File: src/core/acs_defines.vh
// Constants for the conversion sequencer: register indices, fields,
// reset values and timing. Included by every file of the block.
`ifndef ACS_DEFINES_VH
`define ACS_DEFINES_VH

// Register indices; byte address is four times the index
`define ACS_IDX_CTL 14'h0f70
`define ACS_IDX_DATA_H 14'h0f72
`define ACS_IDX_DATA_L 14'h0f73
`define ACS_IDX_SETTLE 14'h0f74
`define ACS_IDX_SAMPLE 14'h0f75
`define ACS_IDX_PRESCALE 14'h0f76

// Control register fields
`define ACS_START_BIT 7
`define ACS_REFERENCE_BUFFER_ENABLE_BIT 5
`define ACS_EN_BIT 4
`define ACS_CHAN_MSB 2
`define ACS_CHAN_LSB 0

// Field widths
`define ACS_RES_W 10
`define ACS_SETTLE_W 4
`define ACS_SAMPLE_W 8
`define ACS_PRESC_W 8

// Low bits register: two result LSBs in the top of the byte
`define ACS_LOW_MSB 7
`define ACS_LOW_LSB 6

// Timing
`define ACS_CLK_PERIOD_NS 20
`define ACS_SAMPLE_MIN_NS 1000
`define ACS_SAMPLE_MIN_CYC ((`ACS_SAMPLE_MIN_NS + `ACS_CLK_PERIOD_NS - 1) / `ACS_CLK_PERIOD_NS)
`define ACS_CONV_TICKS 13
`define ACS_SAR_STEPS 10

// Reset values
`define ACS_SETTLE_RST 4'h7
`define ACS_SAMPLE_RST 8'h32
`define ACS_PRESC_RST 8'h05
`define ACS_TRIAL_MSB 10'h200

// Sequencer states
`define ACS_ST_IDLE 2'h0
`define ACS_ST_SAMPLE 2'h1
`define ACS_ST_SETTLE 2'h2
`define ACS_ST_CONVERT 2'h3

`endif

File: src/core/acs_clk_div.v
// Conversion clock divider: one-cycle enable every divisor pclk cycles.
// Assumes the caller holds run low to restart the count from one.
`timescale 1ns/1ps
`default_nettype none
`include "acs_defines.vh"

module acs_clk_div #(
   parameter W = `ACS_PRESC_W
) (
   // Clock and reset
   input wire pclk,
   input wire presetn,
   // Control
   input wire run,
   input wire [W-1:0] divisor,
   // Enable out
   output reg tick
);

   reg [W-1:0] cnt;
   wire [W-1:0] last;

   // A divisor of zero behaves as one
   assign last = (divisor == {W{1'b0}}) ? {W{1'b0}} : divisor - {{(W-1){1'b0}}, 1'b1};

   always @(posedge pclk or negedge presetn) begin
      if (!presetn) begin
         cnt <= {W{1'b0}};
         tick <= 1'b0;
      end else if (!run) begin
         // Preload one so the registered tick lands P cycles after run rises
         cnt <= {{(W-1){1'b0}}, 1'b1};
         tick <= 1'b0;
      end else if (cnt >= last) begin
         cnt <= {W{1'b0}};
         tick <= 1'b1;
      end else begin
         cnt <= cnt + {{(W-1){1'b0}}, 1'b1};
         tick <= 1'b0;
      end
   end

endmodule
`default_nettype wire

File: src/core/acs_sar.v
// Successive approximation register with comparator synchroniser.
// Assumes the comparator settles within one conversion clock period
// less four pclk cycles of synchroniser and agreement delay.
`timescale 1ns/1ps
`default_nettype none
`include "acs_defines.vh"

module acs_sar (
   // Clock and reset
   input wire pclk,
   input wire presetn,
   // Sequencing
   input wire run,
   input wire tick,
   // Comparator, asynchronous
   input wire comparator_in,
   // Trial code and completion
   output reg [`ACS_RES_W-1:0] trial,
   output wire done
);

   reg sync1;
   reg sync2;
   reg sync3;
   reg comp_level;
   reg [`ACS_RES_W-1:0] mask;
   reg [3:0] tick_cnt;

   assign done = run & tick & (tick_cnt == `ACS_CONV_TICKS - 1);

   // Comparator level counts only once two stages agree
   always @(posedge pclk or negedge presetn) begin
      if (!presetn) begin
         sync1 <= 1'b0;
         sync2 <= 1'b0;
         sync3 <= 1'b0;
         comp_level <= 1'b0;
      end else begin
         sync1 <= comparator_in;
         sync2 <= sync1;
         sync3 <= sync2;
         if (sync2 == sync3) begin
            comp_level <= sync3;
         end
      end
   end

   always @(posedge pclk or negedge presetn) begin
      if (!presetn) begin
         trial <= `ACS_TRIAL_MSB;
         mask <= `ACS_TRIAL_MSB;
         tick_cnt <= 4'h0;
      end else if (!run) begin
         trial <= `ACS_TRIAL_MSB;
         mask <= `ACS_TRIAL_MSB;
         tick_cnt <= 4'h0;
      end else if (tick) begin
         tick_cnt <= tick_cnt + 4'h1;
         if (tick_cnt < `ACS_SAR_STEPS) begin
            // Bits only ever settle from the top down, so a comparator stuck
            // low ends at zero and stuck high at full scale: no wrap
            trial <= (comp_level ? trial : (trial & ~mask)) | (mask >> 1);
            mask <= mask >> 1;
         end
      end
   end

endmodule
`default_nettype wire

File: src/core/acs_sequencer.v
// Conversion sequencer for an eight-channel SAR converter, APB slave.
// Assumes an analog core with input mux, sample-and-hold and a
// comparator that reports whether the input lies above trial_code.
//
// Design decisions made here: register access over APB and the address map.
`timescale 1ns/1ps
`default_nettype none
`include "acs_defines.vh"

module acs_sequencer #(
   parameter ADDR_W = 16
) (
   // APB clock and reset
   input wire pclk,
   input wire presetn,
   // APB slave
   input wire psel,
   input wire penable,
   input wire pwrite,
   input wire [ADDR_W-1:0] paddr,
   input wire [31:0] pwdata,
   output reg [31:0] prdata,
   output wire pready,
   output wire pslverr,
   // Analog core
   input wire comparator_in,
   output reg [2:0] channel_select,
   output wire sample_hold,
   output wire converter_enable,
   output wire reference_buffer_enable,
   output wire [`ACS_RES_W-1:0] trial_code,
   output wire conversion_clock,
   // Completion request to the interrupt controller
   output reg conversion_done
);

   // Configuration and state
   reg ctl_en;
   reg ctl_reference_buffer_enable;
   reg [2:0] ctl_chan;
   reg [`ACS_SETTLE_W-1:0] settle_time_count;
   reg [`ACS_SAMPLE_W-1:0] sample_time_count;
   reg [`ACS_PRESC_W-1:0] conversion_prescale;
   reg [`ACS_RES_W-1:0] result;
   reg [1:0] low_bits;
   reg [1:0] state;
   reg [`ACS_SAMPLE_W-1:0] phase_cnt;

   // Address decode
   wire [ADDR_W-3:0] word_idx;
   wire sel_ctl;
   wire sel_data_h;
   wire sel_data_l;
   wire sel_settle;
   wire sel_sample;
   wire sel_presc;
   wire mapped;
   wire setup_rd;
   wire wr_en;
   wire start_req;
   wire next_en;
   wire busy;
   wire conv_run;
   wire conv_tick;
   wire sar_done;
   wire phase_last;
   reg [31:0] next_rdata;

   assign word_idx = paddr[ADDR_W-1:2];
   assign sel_ctl = (word_idx == `ACS_IDX_CTL) && (paddr[1:0] == 2'h0);
   assign sel_data_h = (word_idx == `ACS_IDX_DATA_H) && (paddr[1:0] == 2'h0);
   assign sel_data_l = (word_idx == `ACS_IDX_DATA_L) && (paddr[1:0] == 2'h0);
   assign sel_settle = (word_idx == `ACS_IDX_SETTLE) && (paddr[1:0] == 2'h0);
   assign sel_sample = (word_idx == `ACS_IDX_SAMPLE) && (paddr[1:0] == 2'h0);
   assign sel_presc = (word_idx == `ACS_IDX_PRESCALE) && (paddr[1:0] == 2'h0);
   assign mapped = sel_ctl | sel_data_h | sel_data_l | sel_settle | sel_sample | sel_presc;

   // Zero wait states: every access phase completes at once
   assign pready = 1'b1;
   assign pslverr = psel & penable & ~mapped;

   assign setup_rd = psel & ~penable & ~pwrite;
   assign wr_en = psel & penable & pwrite & mapped;

   // A start written together with the enable bit is honoured
   assign next_en = pwdata[`ACS_EN_BIT];
   assign start_req = wr_en & sel_ctl & pwdata[`ACS_START_BIT] & next_en;

   assign busy = (state != `ACS_ST_IDLE);
   // A restart clears divider and trial code at once, before sampling shows
   assign conv_run = (state == `ACS_ST_CONVERT) & ~start_req;
   assign phase_last = (phase_cnt <= {{(`ACS_SAMPLE_W-1){1'b0}}, 1'b1});

   // Analog controls
   assign sample_hold = (state == `ACS_ST_SAMPLE);
   assign converter_enable = ctl_en;
   assign reference_buffer_enable = ctl_reference_buffer_enable;
   assign conversion_clock = conv_tick;

   acs_clk_div #(
      .W(`ACS_PRESC_W)
   ) u_div (
      .pclk(pclk),
      .presetn(presetn),
      .run(conv_run),
      .divisor(conversion_prescale),
      .tick(conv_tick)
   );

   acs_sar u_sar (
      .pclk(pclk),
      .presetn(presetn),
      .run(conv_run),
      .tick(conv_tick),
      .comparator_in(comparator_in),
      .trial(trial_code),
      .done(sar_done)
   );

   // Register writes
   always @(posedge pclk or negedge presetn) begin
      if (!presetn) begin
         ctl_en <= 1'b0;
         ctl_reference_buffer_enable <= 1'b0;
         ctl_chan <= 3'h0;
         settle_time_count <= `ACS_SETTLE_RST;
         sample_time_count <= `ACS_SAMPLE_RST;
         conversion_prescale <= `ACS_PRESC_RST;
      end else if (wr_en) begin
         if (sel_ctl) begin
            ctl_en <= next_en;
            ctl_reference_buffer_enable <= pwdata[`ACS_REFERENCE_BUFFER_ENABLE_BIT];
            ctl_chan <= pwdata[`ACS_CHAN_MSB:`ACS_CHAN_LSB];
         end
         if (sel_settle) begin
            settle_time_count <= pwdata[`ACS_SETTLE_W-1:0];
         end
         if (sel_sample) begin
            sample_time_count <= pwdata[`ACS_SAMPLE_W-1:0];
         end
         if (sel_presc) begin
            conversion_prescale <= pwdata[`ACS_PRESC_W-1:0];
         end
      end
   end

   // Phase sequencer
   always @(posedge pclk or negedge presetn) begin
      if (!presetn) begin
         state <= `ACS_ST_IDLE;
         phase_cnt <= {`ACS_SAMPLE_W{1'b0}};
         channel_select <= 3'h0;
         result <= {`ACS_RES_W{1'b0}};
         conversion_done <= 1'b0;
      end else begin
         conversion_done <= 1'b0;
         if (start_req) begin
            // Any running conversion is dropped without a request
            state <= `ACS_ST_SAMPLE;
            phase_cnt <= sample_time_count;
            channel_select <= pwdata[`ACS_CHAN_MSB:`ACS_CHAN_LSB];
         end else if (!ctl_en || (wr_en && sel_ctl && !next_en)) begin
            state <= `ACS_ST_IDLE;
         end else begin
            case (state)
               `ACS_ST_IDLE: begin
                  state <= `ACS_ST_IDLE;
               end
               `ACS_ST_SAMPLE: begin
                  if (phase_last) begin
                     state <= `ACS_ST_SETTLE;
                     phase_cnt <= {{(`ACS_SAMPLE_W-`ACS_SETTLE_W){1'b0}},
                                   settle_time_count};
                  end else begin
                     phase_cnt <= phase_cnt - {{(`ACS_SAMPLE_W-1){1'b0}}, 1'b1};
                  end
               end
               `ACS_ST_SETTLE: begin
                  if (phase_last) begin
                     state <= `ACS_ST_CONVERT;
                  end else begin
                     phase_cnt <= phase_cnt - {{(`ACS_SAMPLE_W-1){1'b0}}, 1'b1};
                  end
               end
               `ACS_ST_CONVERT: begin
                  if (sar_done) begin
                     state <= `ACS_ST_IDLE;
                     result <= trial_code;
                     // Pulse lands in the first idle cycle; a later disable
                     // cannot take back a request already handed over
                     conversion_done <= 1'b1;
                  end
               end
               default: begin
                  state <= `ACS_ST_IDLE;
               end
            endcase
         end
      end
   end

   // Low bits follow the high byte read so both halves match
   always @(posedge pclk or negedge presetn) begin
      if (!presetn) begin
         low_bits <= 2'h0;
      end else if (setup_rd && sel_data_h) begin
         low_bits <= result[1:0];
      end
   end

   // Read data, captured in the setup cycle
   always @* begin
      next_rdata = 32'h0000_0000;
      if (sel_ctl) begin
         next_rdata[`ACS_START_BIT] = busy;
         next_rdata[`ACS_REFERENCE_BUFFER_ENABLE_BIT] = ctl_reference_buffer_enable;
         next_rdata[`ACS_EN_BIT] = ctl_en;
         next_rdata[`ACS_CHAN_MSB:`ACS_CHAN_LSB] = ctl_chan;
      end
      if (sel_data_h) begin
         next_rdata[7:0] = result[`ACS_RES_W-1:2];
      end
      if (sel_data_l) begin
         next_rdata[`ACS_LOW_MSB:`ACS_LOW_LSB] = low_bits;
      end
      if (sel_settle) begin
         next_rdata[`ACS_SETTLE_W-1:0] = settle_time_count;
      end
      if (sel_sample) begin
         next_rdata[`ACS_SAMPLE_W-1:0] = sample_time_count;
      end
      if (sel_presc) begin
         next_rdata[`ACS_PRESC_W-1:0] = conversion_prescale;
      end
   end

   always @(posedge pclk or negedge presetn) begin
      if (!presetn) begin
         prdata <= 32'h0000_0000;
      end else if (setup_rd) begin
         prdata <= next_rdata;
      end
   end

endmodule
`default_nettype wire

File: config.mk
export PLATFORM = sky130hd
export DESIGN_NAME = acs_sequencer
export DESIGN_NICKNAME = d
export VERILOG_FILES = /design/src/core/acs_clk_div.v /design/src/core/acs_sar.v /design/src/core/acs_sequencer.v
export VERILOG_INCLUDE_DIRS = /design/src /design/src/core
export SDC_FILE = /design/constraint.sdc
export NUM_CORES = 1
export LEC_CHECK = 0
export BUFFER_PORTS_ARGS = -buffer_cell sky130_fd_sc_hd__buf_2
export CAP_MARGIN = 20
export CORE_MARGIN = 2
export CORE_UTILIZATION = 59
export DETAILED_ROUTE_END_ITERATION = 8
export HOLD_SLACK_MARGIN = 0.08
export PLACE_DENSITY = 0.85
export SYNTH_ARGS = -nofsm -noshare
export SYNTH_HDL_FRONTEND = slang
export SYNTH_SLANG_ARGS = --single-unit
File: constraint.sdc
create_clock -name pclk -period 5.18 [get_ports pclk]
set_input_delay 0.259 -clock pclk [delete_from_list [all_inputs] [get_ports pclk]]
set_output_delay 0.259 -clock pclk [all_outputs]
set_load 0.05 [all_outputs]
==> flow_summary.toml, run 1 <==
[global_routing]
grt_max_degree = 56
antenna_found_initial = 0
grt_usage_pct = 24.18
grt_pass1_wl_mm = 18.30
globalRouteOverflowTotal = 0
grt_pass1_vias = 3743

[sta]
fin_crit_sh_pct = 58.44
slew_headroom_pct = 30.19
finalSetupTns_ns = 0
min_period_ns = 3.027
whs_ns = 0.1651
rsz0062_at_grt = "no"
finalSetupViolCount = 0
fin_skew_ns = 0.01530
tightest_slew_ns = 1.041
drv_slew = 0
final_hold_viol_count = 0
max_freq_mhz = 330.3

[hold_path]
hold_class = "primary input to register"
hold_depth = 2
hold_start = "pwdata[6]"
hold_end = "sample_time_count[6]"

[setup_path]
reg2reg_to = "u_div.tick"
cp.arrival_ns = 3.25
worstPathMaxFanout = 8
max_stage_delay_ns = 0.43
cp-start-kind = "register"
r2r-start = "conversion_prescale[1]"
cpMaxStageDelayCell = "dfrtp_1"
r2r_cells = 12
worst-setup-path-type = "register to register"
crit_buf_inv = 1
crit_start = "conversion_prescale[1]"
reg2reg_setup_slack_ns = 2.15
end_kind = "register"
cp.required_ns = 5.40
worstPathCellList = "inv_1 > ha_1 > nor2b_1 > nand3b_1 > or3_1 > and2_1 > ha_1 > nand2b_1 > a31oi_1 > o21ai_0 > a21o_1 > nor2b_1"
crit_family = "simple AND/OR/NAND/NOR gates"

[place]
hpwl_mm = 7.986
dpl_cell_area_um2 = 5320
port_buffers = 56
routabilityCongestion = 0.8506

[layout]
stdcell_area_um2 = 5548
nNetsFinal = 625
antennaDiodeCount = 0
area_growth_pct = 9.077
drive_gt1_share_pct = 23.48
utilization_pct = 66.85

[synthesis]
syn_inst = 504
yosys_warnings = 0
synthArstFlopShare_pct = 100.0
syn_avg_cell_area_um2 = 10.09
ys_seq_area_share_pct = 47.48
synth_ff_type = "dfrtp_1"
ys_ff_latch = 96
synth_cell_types = 55
synth_edf_count = 0
syn-cell-area_um2 = 5086

[floorplan]
initial_core_util_pct = 61.28
die_area_um2 = 9379
rows = 33
ios = 106
core_area_um2 = 8299
dieHeight_um = 96.85
die_x_um = 96.85

[drt]
ant_nets = 0
drt_wl_total_mm = 11.23
wl_per_cell_um = 16.94
drc = 0
drtIter0Drc = 247
first_pass_iters = 5
vias = 3910
routed_via_density = 5.897

[clock_tree]
clock_latency_ns = 0.38
cts_tree = "done"
cts_buffers = 9
clk_pin_slew_ns = 0.09
postCtsResizedCells = 0
cts_root_buffer = "clkbuf_8"
htree_levels = 3
clockBufferDepth = 2
cts_sinks = 96

[power]
power_leakage_uw = 0.002626
p_per_area_nw_per_um2 = 246.0
peakVddDrop_uv = 212.2

[status]
outcome = "finished, final reports clean"

[job]
drv_cap = 0
-- state kept, by name, indices dropped and copies added (netlist names), 3 cells and up --
name	count
result	10
u_sar.mask	10
u_sar.trial	10
conversion_prescale	8
phase_cnt	8
prdata	8
sample_time_count	8
u_div.cnt	8
settle_time_count	4
u_sar.tick_cnt	4
channel_select	3
ctl_chan	3
-- final cells by class --
cell class                      count  area, um^2
Fill cell                         628        2751
Clock inverter                      7       83.83
Clock buffer                        9       123.9
Inverter                           20       75.07
Sequential cell                    96        2415
Tap cell                          105       131.4
Multi-Input combinational cell    366        2401
Timing Repair Buffer               60       317.8
-- metrics by stage --
step | setup WS (ns) | power (uW) | std cells
after floorplan | 2.607 | 840.5 | 527
after global placement | 2.318 | 859.7 | 645
after detailed placement | 2.253 | 860.7 | 645
after CTS | 2.228 | 1374 | 663
after global routing | 1.967 | 1417 | 663
final | 2.153 | 1365 | 663
-- Yosys cell counts, types with 2 or more instances --
library cell	instances	area, um^2
o211ai_1	2	15.01
o21ai_0	24	120.1
ha_1	18	225.2
mux2_2	30	337.8
nor2_1	38	142.6
o22ai_1	6	37.54
a211oi_1	2	15.01
xnor2_1	3	26.28
nand3b_1	2	15.01
buf_6	2	22.52
a22oi_1	2	15.01
buf_4	26	195.2
buf_2	4	20.02
a21o_1	5	37.54
dfstp_2	10	262.8
clkbuf_1	13	48.80
and2_1	5	31.28
or3_4	2	22.52
mux2_4	9	135.1
nand4_1	3	18.77
and3_1	3	18.77
inv_1	20	75.07
nor4_1	2	12.51
nand2_1	55	206.5
mux2i_1	4	40.04
o21a_1	2	15.01
o41ai_1	7	61.31
nor2b_1	10	62.56
nand3_1	13	65.06
nand2b_1	4	25.02
xor2_1	11	96.34
conb_1	2	7.510
a21oi_1	27	135.1
a211o_1	2	17.52
or4_1	6	45.04
a31oi_1	6	37.54
or3_1	6	37.54
nor3_1	16	80.08
dfrtp_1	86	2152
-- layout by cell type (no fill, tap or decap), types with 11 or more instances in the layout --
cell type,count
nor3_1,15
nor2_1,38
a21oi_1,27
dfrtp_1,86
xor2_1,11
mux2_2,30
ha_1,18
nand3_1,13
buf_2,55
inv_1,20
o21ai_0,24
conb_1,25
nand2_1,55
-- worst max path at each step --
stage	depth (start not counted)	to
2_1_floorplan	12	u_div.tick
3_3_place_gp	12	u_div.tick
3_5_place_dp	12	u_div.tick
4_1_cts	12	u_div.tick
5_1_grt	12	u_div.cnt[2]
6_report	12	u_div.tick
-- timing repair --
item / in CTS / in global routing
hold buffers: 2 / 0
hold endpoints to repair: 41 / 0
setup buffers: 0 / 0
-- report_power, final --
group          internal [uW]  leakage, uW  switching (uW)
registers                751      0.00129           0.869
logic                   17.3      0.00123            78.5
clock network            233     0.000108             283
total                   1000      0.00263             363
-- kinds of logic after synthesis --
family	Yosys count	synth area share, %
AOI/OAI and AO/OA	91	11.10
xor gates and xnor gates	14	2.411
other	2	0.1477
adders and majority gates	19	4.625
and+or+nand+nor	174	17.05
DFF	96	47.48
buffers and inverters	65	7.110
muxes	43	10.09
-- per-layer routing --
layer  share of wire (%)  routed length [um]  vias to the layer above  global-route usage [%]
li1                    -                   -                     1807                       -
met1                  41                4574                     1897                   32.52
met2                  49                5522                      179                   38.57
met3                 7.2                 805                       27                   5.636
met4                 2.9                 328                        0                   8.776
met5                   0                   0                        -                       0
No activity file was read; power rests on OpenSTA's default activity.
==> run 2: changes to the inputs <==
--- a/config.mk
+++ b/config.mk
@@ -9,10 +9,10 @@
 export BUFFER_PORTS_ARGS = -buffer_cell sky130_fd_sc_hd__buf_2
 export CAP_MARGIN = 20
 export CORE_MARGIN = 2
-export CORE_UTILIZATION = 59
+export CORE_UTILIZATION = 55
 export DETAILED_ROUTE_END_ITERATION = 8
 export HOLD_SLACK_MARGIN = 0.08
-export PLACE_DENSITY = 0.85
+export PLACE_DENSITY = 0.8
 export SYNTH_ARGS = -nofsm -noshare
 export SYNTH_HDL_FRONTEND = slang
 export SYNTH_SLANG_ARGS = --single-unit
==> constraint.sdc (replaced) <==
create_clock -name pclk -period 2.83 [get_ports pclk]
set_input_delay 0.1415 -clock pclk [delete_from_list [all_inputs] [get_ports pclk]]
set_output_delay 0.1415 -clock pclk [all_outputs]
set_load 0.05 [all_outputs]
==> flow_summary.toml, run 2 (synthesis gave the netlist of run 1 again) <==
[status]
outcome = "finished, final reports clean"

[sta]
whs_ns = 0.3639
drv_slew = 0
fin_crit_sh_pct = 97.54
finalSetupTns_ns = 0
fin_skew_ns = 0.009452
max_freq_mhz = 362.3
tightest_slew_ns = 0.9387
finalSetupViolCount = 0
min_period_ns = 2.760
slew_headroom_pct = 35.80
final_hold_viol_count = 0

[place]
hpwl_mm = 8.253
routabilityCongestion = 0.8592
port_buffers = 56

[setup_path]
cp.arrival_ns = 3.00
crit_start = "conversion_prescale[0]"
cp-start-kind = "register"
r2r-start = "conversion_prescale[0]"
cp.required_ns = 3.07
r2r_cells = 12
end_kind = "register"
endpoint = "u_div.tick"
worst-setup-path-type = "register to register"
worstPathMaxFanout = 8
reg2reg_to = "u_div.tick"
reg2reg_setup_slack_ns = 0.07

[drt]
ant_nets = 0
wl_per_cell_um = 17.44
drtIter0Drc = 238
vias = 4012
first_pass_iters = 4
routed_via_density = 5.840
drt_wl_total_mm = 11.98
drc = 0

[power]
p_per_area_nw_per_um2 = 438.7
power_leakage_uw = 0.002729
peakVddDrop_uv = 280.5

[global_routing]
grt_pass1_vias = 3906
globalRouteOverflowTotal = 0
grt_usage_pct = 24.22
antenna_found_initial = 0
grt_max_degree = 60
grt_pass1_wl_mm = 19.08

[clock_tree]
cts_root_buffer = "clkbuf_8"
clk_pin_slew_ns = 0.09
htree_levels = 3
cts_sinks = 96
cts_buffers = 9
clockBufferDepth = 2
clock_latency_ns = 0.36
cts_tree = "done"

[hold_path]
hold_class = "register to register"

[floorplan]
core_area_um2 = 9109
rows = 35
ios = 106
dieHeight_um = 100.2
initial_core_util_pct = 55.84
die_area_um2 = 10030
die_x_um = 100.2

[layout]
layout_common_cells = "dfrtp_1, nand2_1, buf_2"
drive_gt1_share_pct = 27.26
final_common_cell = "dfrtp_1"
area_growth_pct = 14.22
reg_top3 = "result (10), u_sar.mask (10), u_sar.trial (10)"
antennaDiodeCount = 0
nNetsFinal = 644

[job]
drv_cap = 0
[run 2: worst min path at each step]
stage                     depth (start not counted)                endpoint        start  slack (ns)
final                                             0             u_sar.sync2  u_sar.sync1        0.36
after global routing                              0             u_sar.sync2  u_sar.sync1        0.38
after CTS                                         4               prdata[7]     paddr[2]        0.35
after detailed placement                          1  conversion_prescale[3]      presetn        0.25
after global placement                            1               prdata[2]      presetn        0.24
after floorplan                                   0       channel_select[0]      presetn       -0.15
[run 2: critical path, stage by stage, from the launching register on]
cell	delay, ns
dfstp_2	0.40
inv_2	0.07
ha_2	0.19
nor2b_4	0.16
nand3b_1	0.11
or3_4	0.42
and2_4	0.16
ha_1	0.28
nand2b_4	0.15
a31oi_2	0.16
o21ai_1	0.10
a21o_2	0.30
nor2b_1	0.15
[run 2: final cells by class]
class                      count  area (um^2)
clock buffer                   9        123.9
inverter                      20        75.07
fill                         724         3299
clock inverter                 6        91.34
sequential                    96         2415
tap                          111        138.9
multi-input combinational    366         2481
timing repair buffer          79        484.2
[run 2: routing by layer]
layer  vias to the layer above  wire (um)  part of all wire (%)  track usage (%)
li1                       1848          -                     -                -
met1                      1972       4978                    42            31.92
met2                       162       6020                    50            40.89
met3                        30        652                   5.4            4.457
met4                         0        330                   2.8            7.482
met5                         -          0                     0                0
[run 2: power by group]
group          switching [uW]  internal [uW]
registers                1.58           1370
clock network             485            500
logic                     147           39.8
[run 2: stage by stage]
| stage | utilization, % | instance area [um^2] | total power (uW) | instances | setup slack (ns) |
|---|---|---|---|---|---|
| after floorplan | - | 5172 | 1539 | 527 | 0.2571 |
| after global placement | 58.98 | 5373 | 1574 | 657 | 0.06146 |
| after detailed placement | 58.98 | 5373 | 1578 | 657 | -0.02070 |
| after CTS | 62.49 | 5692 | 2555 | 682 | 0.003396 |
| after global routing | 63.78 | 5809 | 2635 | 687 | -0.04572 |
| final | 63.78 | 5809 | 2548 | 687 | 0.06959 |
[run 2: repair_timing]
| action | in CTS | in global routing |
|---|---|---|
| pin swaps | 0 | 10 |
| hold buffers | 10 | 0 |
| hold endpoints to repair | 65 | 0 |
| setup buffers | 0 | 4 |
| resized for setup | 2 | 17 |
| endpoints found under the setup margin | 8 | 9 |
==> run 3: changes to the inputs <==
--- a/config.mk
+++ b/config.mk
@@ -13,6 +13,7 @@
 export DETAILED_ROUTE_END_ITERATION = 8
 export HOLD_SLACK_MARGIN = 0.08
 export PLACE_DENSITY = 0.8
+export RECOVER_POWER = 100
 export SYNTH_ARGS = -nofsm -noshare
 export SYNTH_HDL_FRONTEND = slang
 export SYNTH_SLANG_ARGS = --single-unit
==> flow_summary.toml, run 3 (synthesis gave the netlist of run 1 again) <==
[sta]
fin_skew_ns = 0.008308
min_period_ns = 2.771
max_freq_mhz = 360.8
finalSetupViolCount = 0
tightest_slew_ns = 1.427
drv_slew = 0
slew_headroom_pct = 4.835
fin_crit_sh_pct = 97.93
final_hold_viol_count = 0

[layout]
drive_gt1_share_pct = 19.97
nNetsFinal = 644
area_growth_pct = 12.10
reg_top3 = "result (10), u_sar.mask (10), u_sar.trial (10)"
stdcell_area_um2 = 5702
fillers = 764
final_common_cell = "dfrtp_1"
fin_cells = 687
layout_common_cells = "dfrtp_1, nand2_1, nor2_1"
antennaDiodeCount = 0
utilization_pct = 62.60

[floorplan]
ios = 106
dieHeight_um = 100.2
die_x_um = 100.2
core_area_um2 = 9109
rows = 35
die_area_um2 = 10030
initial_core_util_pct = 55.84

[clock_tree]
cts_buffers = 9
cts_root_buffer = "clkbuf_8"
clk_pin_slew_ns = 0.10
cts_sinks = 96
clockBufferDepth = 2
cts_tree = "done"
clock_latency_ns = 0.36
htree_levels = 3

[power]
power_leakage_uw = 0.002588
peakVddDrop_uv = 284.2
p_per_area_nw_per_um2 = 446.8

[global_routing]
grt_pass1_vias = 3906
grt_usage_pct = 24.22
globalRouteOverflowTotal = 0
grt_max_degree = 60
grt_pass1_wl_mm = 19.08
antenna_found_initial = 0

[drt]
ant_nets = 0
wl_per_cell_um = 17.51
drt_wl_total_mm = 12.03
routed_via_density = 5.814
first_pass_iters = 4
drtIter0Drc = 187
vias = 3994
drc = 0

[place]
hpwl_mm = 8.253
post-place-cells = 657
dpl_cell_area_um2 = 5373
routabilityCongestion = 0.8592
port_buffers = 56

[setup_path]
worstPathMaxFanout = 8
cp-start-kind = "register"
worst-setup-path-type = "register to register"
cp.required_ns = 3.06
end_kind = "register"
cp.arrival_ns = 3.01

[status]
outcome = "finished, final reports clean"

[job]
drv_cap = 0

[hold_path]
hold_class = "primary input to register"
[run 3: final timing paths]
| path | from | to | slack [ns] | cells past startpoint |
|---|---|---|---|---|
| max in group asynchronous | presetn | sample_time_count[1] | 0.92 | 3 |
| min reg2reg | u_sar.sync1 | u_sar.sync2 | 0.36 | 0 |
| max reg2reg | conversion_prescale[0] | u_div.tick | 0.06 | 12 |
| min in group asynchronous | presetn | channel_select[0] | 0.66 | 2 |
| max | conversion_prescale[0] | u_div.tick | 0.06 | 12 |
| min | paddr[0] | converter_enable | 0.36 | 5 |
[run 3: cell type report]
type | instances | area [um^2] | area share [%]
inverters | 20 | 75.07 | 1.317
clock inverters | 6 | 91.34 | 1.602
repair buffers | 79 | 425.4 | 7.461
well taps | 111 | 138.9 | 2.436
flip-flops and latches | 96 | 2415 | 42.35
multi-input cells | 366 | 2432 | 42.66
clock buffers | 9 | 123.9 | 2.172
[run 3: worst max-delay path, cell delays in order (launching register included)]
cell      delay (ns)
dfstp_2         0.40
inv_2           0.07
ha_2            0.19
nor2b_4         0.16
nand3b_1        0.11
or3_4           0.42
and2_4          0.16
ha_1            0.28
nand2b_4        0.15
a31oi_2         0.16
o21ai_1         0.10
a21o_2          0.31
nor2b_1         0.15
[run 3: metrics by stage]
step                      hold slack (ns)  setup TNS (ns)  power [uW]  worst slack (ns)
after floorplan                   -0.1541               0        1539            0.2571
after global placement             0.2371               0        1574           0.06146
after detailed placement           0.2499        -0.05207        1578          -0.02070
after CTS                          0.3494               0        2555          0.003396
after global routing               0.3475         -0.1920        2632          -0.04578
final                              0.3591               0        2548           0.05859
[run 3: power by group]
part	internal, uW	switching, uW	total (uW)	leakage, uW
registers	1370	1.55	1380	0.00129
logic	37.3	146	184	0.00119
clock network	500	488	987	0.000110
total	1910	635	2550	0.00259
[run 3: repair_timing]
action,4_1_cts,5_1_grt
setup endpoints to repair,8,9
buffers inserted,0,4
hold buffers,10,0
pin swaps,0,10
gates resized for setup,2,17
hold endpoints to repair,65,0
[run 3: routing by layer]
layer	GRT usage (%)	vias up	wire length, um	part of all wire [%]
met5	0	-	0	0
met4	7.482	0	318	2.6
met3	4.457	28	595	4.9
met2	40.89	136	6023	50
met1	31.92	1985	5090	42
li1	-	1845	-	-
